`src/logic/dac_cmd_pkg.sv`:
```
// Purpose: Shared constants and types for the quad DAC serial command decoder
// Assumes: 125 MHz system clock, serial pins sampled into that domain
// Notes: Command codes are {channel_select_high, channel_select_low, control_bit_high, control_bit_low}
`default_nettype none
package dac_cmd_pkg;
   // Word layout
   localparam int WORD_BITS = 12;
   localparam int DATA_BITS = 8;
   localparam int CODE_MSB = 11;
   localparam int CODE_LSB = 8;
   localparam int CHANNELS = 4;
   // Command codes, {sel_hi, sel_lo, ctl_hi, ctl_lo}
   localparam logic [3:0] CMD_NOP = 4'h0;
   localparam logic [3:0] CMD_XFER = 4'h4;
   localparam logic [3:0] CMD_LOAD_ALL = 4'h8;
   localparam logic [3:0] CMD_SHUTDOWN = 4'hC;
   localparam logic [3:0] CMD_UPO_LOW = 4'h2;
   localparam logic [3:0] CMD_UPO_HIGH = 4'h6;
   localparam logic [3:0] CMD_PHASE_RISE = 4'hE;
   localparam logic [3:0] CMD_PHASE_FALL = 4'hA;
   localparam logic [1:0] CTL_LOAD_INPUT = 2'h1;
   localparam logic [1:0] CTL_LOAD_UPDATE = 2'h3;
   // Reset values
   localparam logic [7:0] DAC_RESET = 8'h00;
   localparam logic [11:0] SHIFT_RESET = 12'h000;
   localparam logic PHASE_RESET = 1'b0; // 0 falling edge, 1 rising edge
   localparam logic [4:0] PIN_SYNC_RESET = 5'h1E; // Strobe, clear, permit, cs_n high, sclk low
   localparam logic [1:0] EDGE_HIST_RESET = 2'h1; // Previous sclk low, previous cs_n high
   // Command FIFO depth
   localparam int FIFO_DEPTH = 8;
   // Decoded command word as carried through the FIFO
   typedef struct packed {
      logic [1:0] chan;
      logic [1:0] ctl;
      logic [7:0] data;
   } cmd_word_t;
   // Four DAC bytes
   typedef struct packed {
      logic [7:0] d;
      logic [7:0] c;
      logic [7:0] b;
      logic [7:0] a;
   } dac_bank_t;
endpackage
`default_nettype wire

```
`src/logic/cmd_fifo.sv`:
```
// Purpose: Small synchronous FIFO with valid/ready on both sides
// Assumes: Single clock, asynchronous active-low reset
// Notes: Depth must be a power of two
`timescale 1ns/1ps
`default_nettype none
module cmd_fifo #(
   parameter int WIDTH = 12,
   parameter int DEPTH = 8
) (
   input wire logic clock_i, // System clock
   input wire logic rst_n_i, // Async reset, active low
   input wire logic in_valid_i, // Write request
   output logic in_ready_o, // Not full
   input wire logic [WIDTH-1:0] in_data_i, // Write data
   output logic out_valid_o, // Not empty
   input wire logic out_ready_i, // Read accept
   output logic [WIDTH-1:0] out_data_o // Head word
);
   localparam int AW = $clog2(DEPTH);
   // Elaboration check: pointer wrap needs a power-of-two depth
   if (DEPTH < 2 || (1 << AW) != DEPTH) begin : g_bad_depth
      $error("cmd_fifo: DEPTH must be power of two >= 2");
   end
   logic [WIDTH-1:0] mem [DEPTH]; // Storage
   logic [AW:0] wr_ptr; // Write pointer with wrap bit
   logic [AW:0] rd_ptr; // Read pointer with wrap bit
   logic [AW:0] next_wr_ptr;
   logic [AW:0] next_rd_ptr;
   logic push, pop;
   ////////////////////////////////////////////////////////////////////
   // Flags and next pointers
   always_comb begin
      in_ready_o = (wr_ptr ^ rd_ptr) != {1'b1, {AW{1'b0}}};
      out_valid_o = wr_ptr != rd_ptr;
      push = in_valid_i && in_ready_o;
      pop = out_valid_o && out_ready_i;
      next_wr_ptr = push ? wr_ptr + 1'b1 : wr_ptr;
      next_rd_ptr = pop ? rd_ptr + 1'b1 : rd_ptr;
      out_data_o = mem[rd_ptr[AW-1:0]];
   end
   // Pointer registers
   always_ff @(posedge clock_i or negedge rst_n_i) begin
      if (!rst_n_i) begin
         wr_ptr <= '0;
         rd_ptr <= '0;
      end else begin
         wr_ptr <= next_wr_ptr;
         rd_ptr <= next_rd_ptr;
      end
   end
   // Storage write
   always_ff @(posedge clock_i) begin
      if (push) begin
         mem[wr_ptr[AW-1:0]] <= in_data_i;
      end
   end
endmodule // cmd_fifo
`default_nettype wire

```
`src/logic/quad_dac_serial_command_decoder.sv`:
```
// Purpose: Serial command decoder for a four-channel 8-bit DAC
// Assumes: Serial pins and strobes are asynchronous, sampled by two flip-flops
// Notes: Captured words queue in a FIFO; the executor drains one every two cycles
//        A full queue drops the word and sets the sticky overflow flag
`timescale 1ns/1ps
`default_nettype none
module quad_dac_serial_command_decoder
   import dac_cmd_pkg::*;
#(
   parameter int FIFO_WORDS = dac_cmd_pkg::FIFO_DEPTH
) (
   input wire logic clock_i, // 125 MHz system clock
   input wire logic rst_n_i, // Power-on clear, async, active low
   input wire logic serial_clock_i, // Serial clock pin
   input wire logic chip_select_n_i, // Chip select pin, active low
   input wire logic serial_in_i, // Serial data input pin
   input wire logic load_strobe_n_i, // Load strobe pin, active low
   input wire logic hard_clear_n_i, // Hardware clear pin, active low
   input wire logic powerdown_permit_i, // Shutdown permit pin
   output logic serial_out_o, // Serial data output
   output logic user_logic_output_o, // User logic output
   output logic shutdown_o, // Output buffers shut down
   output logic rising_phase_o, // Output phase, 1 rising
   output dac_cmd_pkg::dac_bank_t input_regs_o, // Input registers
   output dac_cmd_pkg::dac_bank_t dac_regs_o, // DAC registers
   output logic cmd_overflow_o // Word lost, FIFO full
);
   ////////////////////////////////////////////////////////////////////
   // Elaboration check: the queue needs a power-of-two depth of two or more
   if (FIFO_WORDS < 2 || (1 << $clog2(FIFO_WORDS)) != FIFO_WORDS) begin : g_bad_fifo_words
      $error("FIFO_WORDS must be a power of two, at least 2");
   end
   ////////////////////////////////////////////////////////////////////
   // Pin synchronisers
   // Edges are only seen if the serial clock stays high and low
   // for at least one system clock each
   logic [4:0] sync_a; // First stage
   logic [4:0] sync_b; // Second stage
   logic [1:0] hist; // Previous sclk, cs_n
   // Two flip-flops per pin, then one more for edge history
   always_ff @(posedge clock_i or negedge rst_n_i) begin
      if (!rst_n_i) begin
         sync_a <= PIN_SYNC_RESET;
         sync_b <= PIN_SYNC_RESET;
         hist <= EDGE_HIST_RESET;
      end else begin
         sync_a <= {load_strobe_n_i, hard_clear_n_i, powerdown_permit_i,
                    chip_select_n_i, serial_clock_i};
         sync_b <= sync_a;
         hist <= {sync_b[0], sync_b[1]};
      end
   end
   logic sclk_s; // Serial clock, synchronised
   logic cs_n_s; // Chip select, synchronised
   logic permit_s; // Shutdown permit, synchronised
   logic clear_n_s; // Hardware clear, synchronised
   logic load_n_s; // Load strobe, synchronised
   logic sclk_rise; // One-cycle pulse, serial clock rose
   logic sclk_fall; // One-cycle pulse, serial clock fell
   logic cs_rise; // One-cycle pulse, chip select released
   // Synchronised levels and edge pulses
   always_comb begin
      sclk_s = sync_b[0];
      cs_n_s = sync_b[1];
      permit_s = sync_b[2];
      clear_n_s = sync_b[3];
      load_n_s = sync_b[4];
      sclk_rise = sclk_s && !hist[1];
      sclk_fall = !sclk_s && hist[1];
      cs_rise = cs_n_s && !hist[0];
   end
   // Data pin synchroniser, aligned with the clock sample
   logic din_a, din_b;
   always_ff @(posedge clock_i or negedge rst_n_i) begin
      if (!rst_n_i) begin
         din_a <= 1'b0;
         din_b <= 1'b0;
      end else begin
         din_a <= serial_in_i;
         din_b <= din_a;
      end
   end
   ////////////////////////////////////////////////////////////////////
   // Shift register and serial output
   // The bit pushed out by a rise is kept, so that the falling phase
   // can present that same bit half a serial period later.
   logic [11:0] shift_reg; // Last twelve bits in
   logic [11:0] next_shift_reg; // Shift register next value
   logic leaving_bit, next_leaving_bit; // Bit pushed out by the last rise
   logic serial_out, next_serial_out; // Registered output level
   logic rising_phase, next_rising_phase; // Output phase, owned by executor
   // Next shift contents, leaving bit and output level
   always_comb begin
      next_shift_reg = shift_reg;
      next_leaving_bit = leaving_bit;
      next_serial_out = serial_out;
      if (!clear_n_s) begin
         // Hard clear empties the shift register
         next_shift_reg = SHIFT_RESET;
      end else if (!cs_n_s) begin
         // Only a selected device shifts or moves its output
         if (sclk_rise) begin
            next_shift_reg = {shift_reg[WORD_BITS-2:0], din_b};
            next_leaving_bit = shift_reg[WORD_BITS-1];
         end
         if (rising_phase && sclk_rise) begin
            // Rising phase: leaving bit goes out at once, lag 12
            next_serial_out = shift_reg[WORD_BITS-1];
         end else if (!rising_phase && sclk_fall) begin
            // Falling phase: same bit half a cycle later, lag 12.5
            next_serial_out = leaving_bit;
         end
      end
   end
   // Shift and output registers
   always_ff @(posedge clock_i or negedge rst_n_i) begin
      if (!rst_n_i) begin
         shift_reg <= SHIFT_RESET;
         leaving_bit <= 1'b0;
         serial_out <= 1'b0;
      end else begin
         shift_reg <= next_shift_reg;
         leaving_bit <= next_leaving_bit;
         serial_out <= next_serial_out;
      end
   end
   ////////////////////////////////////////////////////////////////////
   // Word capture into FIFO, one push per chip-select rising edge
   cmd_word_t cap_word; // Shift contents at chip-select release
   cmd_word_t head_word; // Oldest queued word
   logic push; // Capture strobe
   logic fifo_ready; // Queue has room
   logic head_valid; // Queue holds a word
   logic pop; // Executor takes the head word
   // Capture the word once per release
   always_comb begin
      cap_word = cmd_word_t'(shift_reg);
      push = cs_rise;
   end
   // Queue decouples capture from execution
   cmd_fifo #(
      .WIDTH(WORD_BITS),
      .DEPTH(FIFO_WORDS)
   ) u_fifo (
      .clock_i(clock_i),
      .rst_n_i(rst_n_i),
      .in_valid_i(push),
      .in_ready_o(fifo_ready),
      .in_data_i(cap_word),
      .out_valid_o(head_valid),
      .out_ready_i(pop),
      .out_data_o(head_word)
   );
   ////////////////////////////////////////////////////////////////////
   // Executor state machine
   // One-hot states: wait for a word, then run it
   typedef enum logic [1:0] {
      ST_IDLE = 2'b01,
      ST_EXEC = 2'b10
   } exec_state_t;
   exec_state_t state, next_state;
   dac_bank_t in_regs, next_in_regs;
   dac_bank_t dac_regs, next_dac_regs;
   logic shutdown, next_shutdown;
   logic user_logic_output, next_upo;
   logic overflow, next_overflow;
   logic [3:0] code;
   logic xfer_all; // Copy all input registers to DAC registers
   // Queued words wait while the hard clear is low, so a command
   // queued before a clear still runs once the clear lifts
   // Next values for the executor and the registers it owns
   always_comb begin
      next_state = state;
      next_in_regs = in_regs;
      next_dac_regs = dac_regs;
      next_shutdown = shutdown;
      next_upo = user_logic_output;
      next_rising_phase = rising_phase;
      next_overflow = overflow || (push && !fifo_ready);
      code = {head_word.chan, head_word.ctl};
      xfer_all = 1'b0;
      pop = 1'b0;
      unique case (state)
         ST_IDLE: begin
            // Hold off execution while the hardware clear is low
            if (head_valid && clear_n_s) begin
               next_state = ST_EXEC;
            end
         end
         ST_EXEC: begin
            pop = 1'b1;
            next_state = ST_IDLE;
            if (head_word.ctl == CTL_LOAD_INPUT || head_word.ctl == CTL_LOAD_UPDATE) begin
               // Single-channel load, select decoded A..D
               unique case (head_word.chan)
                  2'h0: next_in_regs.a = head_word.data;
                  2'h1: next_in_regs.b = head_word.data;
                  2'h2: next_in_regs.c = head_word.data;
                  2'h3: next_in_regs.d = head_word.data;
               endcase
               xfer_all = head_word.ctl == CTL_LOAD_UPDATE;
            end else begin
               // Data byte unused below except load-all
               unique case (code)
                  CMD_XFER: begin
                     xfer_all = 1'b1;
                     next_shutdown = 1'b0;
                  end
                  CMD_LOAD_ALL: begin
                     next_in_regs = '0;
                     next_dac_regs = {CHANNELS{head_word.data}};
                     next_shutdown = 1'b0;
                  end
                  CMD_SHUTDOWN: begin
                     if (permit_s) begin
                        next_shutdown = 1'b1;
                     end
                  end
                  CMD_UPO_LOW: next_upo = 1'b0;
                  CMD_UPO_HIGH: next_upo = 1'b1;
                  CMD_PHASE_RISE: begin
                     next_rising_phase = 1'b1;
                     xfer_all = 1'b1;
                  end
                  CMD_PHASE_FALL: begin
                     next_rising_phase = 1'b0;
                     xfer_all = 1'b1;
                  end
                  default: ;
               endcase
            end
            if (code == CMD_LOAD_ALL) begin
               next_in_regs = in_regs; // Load-all leaves input registers alone
            end
         end
         default: next_state = ST_IDLE;
      endcase
      if (xfer_all) begin
         next_dac_regs = next_in_regs;
      end
      // Transparent DAC registers while strobe low
      if (!load_n_s) begin
         next_dac_regs = next_in_regs;
      end
      // Hardware clear overrides the input and DAC register values
      if (!clear_n_s) begin
         next_in_regs = '0;
         next_dac_regs = '0;
      end
   end
   // Executor registers
   always_ff @(posedge clock_i or negedge rst_n_i) begin
      if (!rst_n_i) begin
         state <= ST_IDLE;
         in_regs <= '0;
         dac_regs <= '0;
         shutdown <= 1'b0;
         user_logic_output <= 1'b0;
         rising_phase <= PHASE_RESET;
         overflow <= 1'b0;
      end else begin
         state <= next_state;
         in_regs <= next_in_regs;
         dac_regs <= next_dac_regs;
         shutdown <= next_shutdown;
         user_logic_output <= next_upo;
         rising_phase <= next_rising_phase;
         overflow <= next_overflow;
      end
   end
   ////////////////////////////////////////////////////////////////////
   // Outputs, all from flip-flops
   always_comb begin
      serial_out_o = serial_out;
      user_logic_output_o = user_logic_output;
      shutdown_o = shutdown;
      rising_phase_o = rising_phase;
      input_regs_o = in_regs;
      dac_regs_o = dac_regs;
      cmd_overflow_o = overflow;
   end
endmodule // quad_dac_serial_command_decoder
`default_nettype wire

```
`config.mk`:
```
export PLATFORM = sky130hd
export DESIGN_NAME = quad_dac_serial_command_decoder
export DESIGN_NICKNAME = d
export VERILOG_FILES = /design/src/logic/dac_cmd_pkg.sv /design/src/logic/cmd_fifo.sv /design/src/logic/quad_dac_serial_command_decoder.sv
export SDC_FILE = /design/constraint.sdc
export NUM_CORES = 1
export LEC_CHECK = 0
export ABC_AREA = 1
export BUFFER_PORTS_ARGS = -buffer_cell sky130_fd_sc_hd__buf_2
export CAP_MARGIN = 20
export CORE_MARGIN = 5
export CORE_UTILIZATION = 50
export DETAILED_ROUTE_END_ITERATION = 6
export PLACE_DENSITY = 0.69
export SLEW_MARGIN = 5
export SYNTH_ARGS = -nofsm -noshare
export SYNTH_HDL_FRONTEND = slang
export SYNTH_SLANG_ARGS = --single-unit
```
`constraint.sdc`:
```
create_clock -name clock_i -period 4.4 [get_ports clock_i]
set_input_delay 0.22 -clock clock_i [delete_from_list [all_inputs] [get_ports clock_i]]
set_output_delay 0.22 -clock clock_i [all_outputs]
set_load 0.02 [all_outputs]
```
**Word-level counts from Yosys, hierarchy flattened**

Memory sizes are Yosys's and may differ from the RTL's.
Cells that the tools add are included.

- Memories: 1
- Bits in read-only memories: 0
- Register bits after elaboration: 106
- Bits in writable memories: 96
- Latch bits: 0

Memories:

| name | depth | bits a word | read ports | clocked after memory_dff | write ports | line | source |
|---|---|---|---|---|---|---|---|
| u_fifo.mem | 8 | 12 | 1 | 0 | 1 | cmd_fifo.sv:24 | `logic [WIDTH-1:0] mem [DEPTH];` |

- Add/subtract/negate cells: 2
- Equal/unequal tests: 23
- Divide/modulo/power cells: 0
- Mux-type cells: 31
- $mul: 0
- Reductions and logical operators: 30
- Bitwise gates (word level): 3
- Shift operators: 0
- Magnitude comparators: 0

Operators by type and width:

| kind | count |
|---|---|
| $mux W32 | 10 |
| $mux W12 | 3 |
| $mux W8 | 4 |
| $eq A4 B4 Y1 const B | 4 |
| $reduce_and A3 Y1 | 5 |
| $logic_and A1 B1 Y1 | 9 |
| $mux W1 | 9 |
| $add A4 B1 Y4 const B | 2 |
| $eq A2 B2 Y1 const B | 4 |
| $eq A4 B3 Y1 const B | 2 |
| $ne A4 B2 Y1 const B | 2 |
| $ne A4 B4 Y1 const B | 2 |
| $reduce_bool A2 Y1 | 4 |
| $eq A2 B1 Y1 const B | 3 |
| $ne A2 B2 Y1 const B | 3 |
| $pmux W1 S2 | 3 |
| $logic_not A1 Y1 | 5 |
| $eq A4 B2 Y1 const B | 1 |
| $mux W2 | 2 |
| $ne A4 B4 Y1 | 1 |
| $reduce_and A4 Y1 | 1 |
| $xor A4 B4 Y4 | 1 |
| $reduce_or A3 Y1 | 1 |
| $logic_not A2 Y1 | 1 |
| 5 further kinds | 7 |

**Longest topological paths before layout**

An unclocked memory read counts as a cell.

- Depth after elaboration: 9
- Mapped depth: 17

**Hierarchy**

From an unflattened synthesis, not the netlist that was laid out.

- Cell total of the unflattened synthesis: 913
- Area total of the unflattened synthesis: 8,608.3 sq um

Modules (own cells, without submodules):

| module | cells an instance | seq. area each (sq um) | area each (sq um) | times used |
|---|---|---|---|---|
| quad_dac_serial_command_decoder | 530 | 2,464.9 | 4,320.4 | 1 |
| cmd_fifo | 383 | 3,083.0 | 4,287.9 | 1 |

**Worst setup path before layout**

OpenSTA, ideal clock, no wires.

- Kind: register to register
- Start: register u_fifo.rd_ptr[2]
- End: memory u_fifo.mem[7][0] (enable)
- Required time: 4.017 ns
- Clock period less this slack: 2.211 ns
- Arrival time: 1.828 ns
- Path slack: 2.189 ns
- Stages on the path, launching flop included: 10
- Cell sequence: dfrtp_1 > buf_2 > buf_2 > xor2_1 > a221oi_1 > nand2_1 > nand2_1 > inv_1 > nand2_1 > nor2_1

- Longest elaborated chain between the ends: 5

RTL lines:

| item | line | source |
|---|---|---|
| from (decl) | cmd_fifo.sv:26 | `logic [AW:0] rd_ptr;` |
| from (signal assigned) | cmd_fifo.sv:48 | `rd_ptr <= next_rd_ptr;` |
| $xor A4 B4 Y4 | cmd_fifo.sv:33 | `in_ready_o = (wr_ptr ^ rd_ptr) != {1'b1, {AW{1'b0}}};` |
| $ne A4 B4 Y1 | cmd_fifo.sv:33 |  |
| $logic_and A1 B1 Y1 | cmd_fifo.sv:35 | `push = in_valid_i && in_ready_o;` |
| $mux W1 | cmd_fifo.sv:53 | `if (push) begin` |
| $mux W1 (not written as such) | cmd_fifo.sv:54 | `mem[wr_ptr[AW-1:0]] <= in_data_i;` |
| to (decl) | cmd_fifo.sv:24 |  |

No other way between the ends.

**Final worst setup path**

- Start: register u_fifo.rd_ptr[0]
- End: register dac_regs, in the netlist dac_regs_o[5]

- Longest elaborated chain between the ends: 9
- Elaborated cells between the ends (all ways): 27
- Classes of those cells: eq/ne: 9; mux: 13; reduce/logical: 4; memory: 1

RTL lines:

| item | line | source |
|---|---|---|
| $mem_v2 Z8 W12 * | n/a |  |
| $eq A4 B4 Y1, or another cell as far along | quad_dac_serial_command_decoder.sv:204 | `unique case (code)` |
| $reduce_or A3 Y1 (no source line), or another cell as far along | n/a |  |
| $mux W1 or $mux W32 (tied branches) | quad_dac_serial_command_decoder.sv:204, quad_dac_serial_command_decoder.sv:193 |  |
| $mux W1 or $mux W32 (tied branches) | quad_dac_serial_command_decoder.sv:193, quad_dac_serial_command_decoder.sv:232 |  |
| $mux W1 or $mux W32 (tied branches) | quad_dac_serial_command_decoder.sv:183 | `unique case (state)` |
| $mux W32 | quad_dac_serial_command_decoder.sv:238 | `if (xfer_all) begin` |
| $mux W32 | quad_dac_serial_command_decoder.sv:242 | `if (!load_n_s) begin` |
| $mux W32 | quad_dac_serial_command_decoder.sv:246 | `if (!clear_n_s) begin` |
| to (signal assigned) | quad_dac_serial_command_decoder.sv:264 | `dac_regs <= next_dac_regs;` |
| to (decl) | quad_dac_serial_command_decoder.sv:163 | `dac_bank_t dac_regs, next_dac_regs;` |

Mark *: on every way between the ends. The rest lies on a longest branch, timed or not. The select of a mux whose other input is x is not followed.
A chain may end at the register's enable or synchronous reset.

==> results_dict.tcl <==
set metrics [dict create \
    post_synth_mux_area_share_pct 0 \
    post-route-drc-count 0 \
    detailroute.via_count 6185 \
    worst_setup_hold_path_clk_slew_ns 0.06 \
    placement_rows 47 \
    dp_hpwl_um 12580 \
    synth_compound_area_share_pct 3.941 \
    fp.dieW_um 140.2 \
    final-max-slew-violation-count 0 \
    clk-insertion-delay-late_ns 0.50 \
    finalSetupViolations 0 \
    global_route_wire_length_before_repair_um 31230 \
    drt_first_pass_iters 5 \
    multi_input_area_sq_um 2396 \
    leakage_component_of_the_power_nw 4.787 \
    fillCellCount 1397 \
    maximum_number_of_pins_on_one_net_before_global_route_repair 71 \
    initial_antenna_violation_count 0 \
    grt_overflow_total 0 \
    final_cell_mix "sky130_fd_sc_hd__nand2_1 (322), sky130_fd_sc_hd__nand3_1 (97), sky130_fd_sc_hd__dfrtp_1 (96), sky130_fd_sc_hd__edfxtp_1 (96), sky130_fd_sc_hd__inv_1 (80)" \
    ctsRootBufferMaster "sky130_fd_sc_hd__clkbuf_16" \
    post_synthesis_average_cell_area_sq_um 9.644 \
    final_common_cell "sky130_fd_sc_hd__nand2_1" \
    timing.clock.skew_ns 0.01824 \
    floorplan.die.height_um 140.2 \
    final-hold-violation-count 0 \
    cap_violations 0 \
    initialDrtViolationCount 432 \
    clock_tree.htree_level_count 1 \
    synthXorXnorAreaFrac_pct 0.7232 \
    setup.worst_path.end_class "flip-flop" \
    grt_pass1_vias 5874 \
    cts_tree "done" \
    worst_hold_class "flip-flop to flip-flop" \
    post-cts-setup-buffer-count 0 \
    antennaDiodeCount 0 \
    power_per_cell_area_nw_per_um2 603.1 \
    syn_to_final_growth_pct 16.77 \
    design.portCount 77 \
    share_of_synthesized_flip_flops_with_an_asynchronous_set_or_reset_pct 52.48 \
    groute.usage.overall_pct 19.66 \
    critical_path_arrival_ns 3.37 \
    wl_per_cell_um 16.11 \
    final_min_period_over_clock_period_pct 66.79 \
    fmax_ghz 0.3403 \
    drt.antenna.violating_nets 0 \
    synth_simple_gate_area_share_pct 23.31 \
    crit_path_start_kind "flip-flop" \
    dp.cells 1158 \
    design_power_total_w 0.005970 \
    peakVddDrop_mv 0.4434 \
    cts_repair_resize_count 0 \
    post_route_cells_drive_above_1_share_pct 15.74 \
    area.sequential_sq_um 5548 \
    layoutNonFillerInstCount 1205 \
    clkSinkCount 202 \
    synth_top_family_by_area "simple AND/OR/NAND/NOR gates" \
    syn-cell-area_sq_um 8477 \
    status "finished clean" \
    cts_buffer_count 22 \
    postSynthCellCount 879 \
    design.die.area_sq_um 19660 \
    sum_of_negative_setup_slack_ns 0 \
    tightestPinTransition_ns 0.9079 \
    yosys.cell_types.count 35 \
    fp.coreArea_sq_um 16580 \
    unrepaired_setup_endpoints_after_global_routing "false" \
    synth_warn 0 \
    worst_slew_margin_rel_pct 39.47 \
    placement.io_buffers 76 \
    drt-vias-per-instance 5.133 \
    synth_enable_flop_cells 96 \
    initial_core_util_pct 51.12 \
    post_synth_fa_ha_maj_area_fraction_pct 0.2952 \
    largest_fanout_on_the_critical_path 28 \
    nets 979 \
    wirelength_um 19410 \
    worst_ep_required_time_ns 4.83 \
    category_of_the_critical_setup_timing_path "flip-flop to flip-flop" \
    clock_tree.buffer_depth 3 \
    synth-seq-area-share_pct 65.45 \
    synth.net_count 889 \
    synth_top_flop_cell "sky130_fd_sc_hd__edfxtp_1" \
    gp_congestion 0.8445 \
    layout_min_cycle_time_ns 2.939 \
    ys_seq_elements 202 \
]
-- timing repair --
action,CTS,global route
hold buffers,7,0
hold endpoints to repair,66,0
endpoints found under the setup margin,0,0
-- synthesized netlist by cell type (all sizes together), types with 2 or more instances --
library cell | n | area [sq um]
a21oi | 5 | 28.78
buf | 32 | 191.4
clkbuf | 7 | 26.28
dfrtp | 96 | 2402
dfstp | 10 | 262.8
edfxtp | 96 | 2883
ha | 2 | 25.02
inv | 83 | 311.6
nand2 | 326 | 1234
nand3 | 97 | 485.5
nor2 | 56 | 220.2
nor3 | 2 | 10.01
o21ai | 39 | 195.2
o22ai | 11 | 68.82
xor2 | 6 | 52.55
-- area by class of cell --
cell class                 count  share of cell area [%]
clock inverter                 8                  0.5562
tap                          220                   2.781
clock buffer                  32                   6.978
multi-input combinational    554                   24.21
sequential                   202                   56.05
timing repair buffer         105                   6.244
inverter                      84                   3.185
-- registers in the layout, summed over array words and instances, names as in the netlist, 2 cells and up --
| register | count |
|---|---|
| hist | 2 |
| cap_word | 12 |
| u_fifo.rd_ptr | 4 |
| dac_regs_o | 32 |
| sync_b | 5 |
| state | 2 |
| input_regs_o | 32 |
| sync_a | 5 |
| u_fifo.mem | 96 |
| u_fifo.wr_ptr | 4 |
-- per-stage QoR --
| step | setup slack [ns] | hold slack [ns] | utilization [%] | cell area, sq um |
|---|---|---|---|---|
| 6_report | 1.461 | 0.3570 | 59.69 | 9898 |
| 5_1_grt | 1.093 | 0.3636 | 59.69 | 9898 |
| 4_1_cts | 1.490 | 0.3393 | 59.69 | 9898 |
| 3_5_place_dp | 1.514 | 0.3264 | 54.77 | 9082 |
| 3_3_place_gp | 1.544 | 0.3245 | 54.77 | 9082 |
| 2_1_floorplan | 2.189 | -0.07559 | - | 8477 |
-- per-layer routing --
layer / global-route usage [%] / routed length (um) / up-vias
met3: 3.067 / 1093 / 33
li1: - / - / 3022
met1: 26.88 / 8340 / 2953
met5: 0 / 0 / -
met4: 5.099 / 391 / 0
met2: 33.11 / 9585 / 177
-- critical path: stages (launching register included) --
cell and delay (ns):
sky130_fd_sc_hd__dfrtp_1 0.38, sky130_fd_sc_hd__buf_4 0.23, sky130_fd_sc_hd__inv_2 0.37, sky130_fd_sc_hd__nand2_1 0.10, sky130_fd_sc_hd__nand3_1 0.09, sky130_fd_sc_hd__nand2_1 0.09, sky130_fd_sc_hd__o21ai_1 0.30, sky130_fd_sc_hd__nand2_1 0.11
sky130_fd_sc_hd__nand2_1 0.08, sky130_fd_sc_hd__nand2_1 0.06, sky130_fd_sc_hd__nand2_2 0.23, sky130_fd_sc_hd__nand2_1 0.24, sky130_fd_sc_hd__buf_4 0.29, sky130_fd_sc_hd__nand2_1 0.10, sky130_fd_sc_hd__nand3_1 0.11, sky130_fd_sc_hd__nand2_1 0.08
-- power by group --
part           switching, W  total [W]  leakage [nW]  internal [W]
clock network      0.000718    0.00181         0.368       0.00109
logic               0.00129    0.00181          2.13      0.000519
registers          0.000148    0.00235          2.29       0.00220
total               0.00216    0.00597          4.79       0.00381
-- path summary, 6_finish.rpt --
path	startpoint	endpoint	slack (ns)	cells after the start
setup / recovery	u_fifo.rd_ptr[0]	dac_regs_o[5]	1.46	15
hold / removal	sync_a[3]	sync_b[3]	0.36	0
setup reg to reg	u_fifo.rd_ptr[0]	dac_regs_o[5]	1.46	15
hold reg to reg	sync_a[3]	sync_b[3]	0.36	0
max in group asynchronous	rst_n_i	sync_a[4]	2.97	3
min in group asynchronous	rst_n_i	dac_regs_o[24]	0.39	2
-- kinds of logic (layout without fill, tap and decap cells) --
kind of cell / count (synthesis) / in the layout
simple gates: 485 / 485
fa+ha+maj: 2 / 2
flops: 202 / 202
xor+xnor: 7 / 7
buf+inv: 123 / 229
compound gates: 60 / 60
Note: power is estimated with default switching activity, not from simulation.
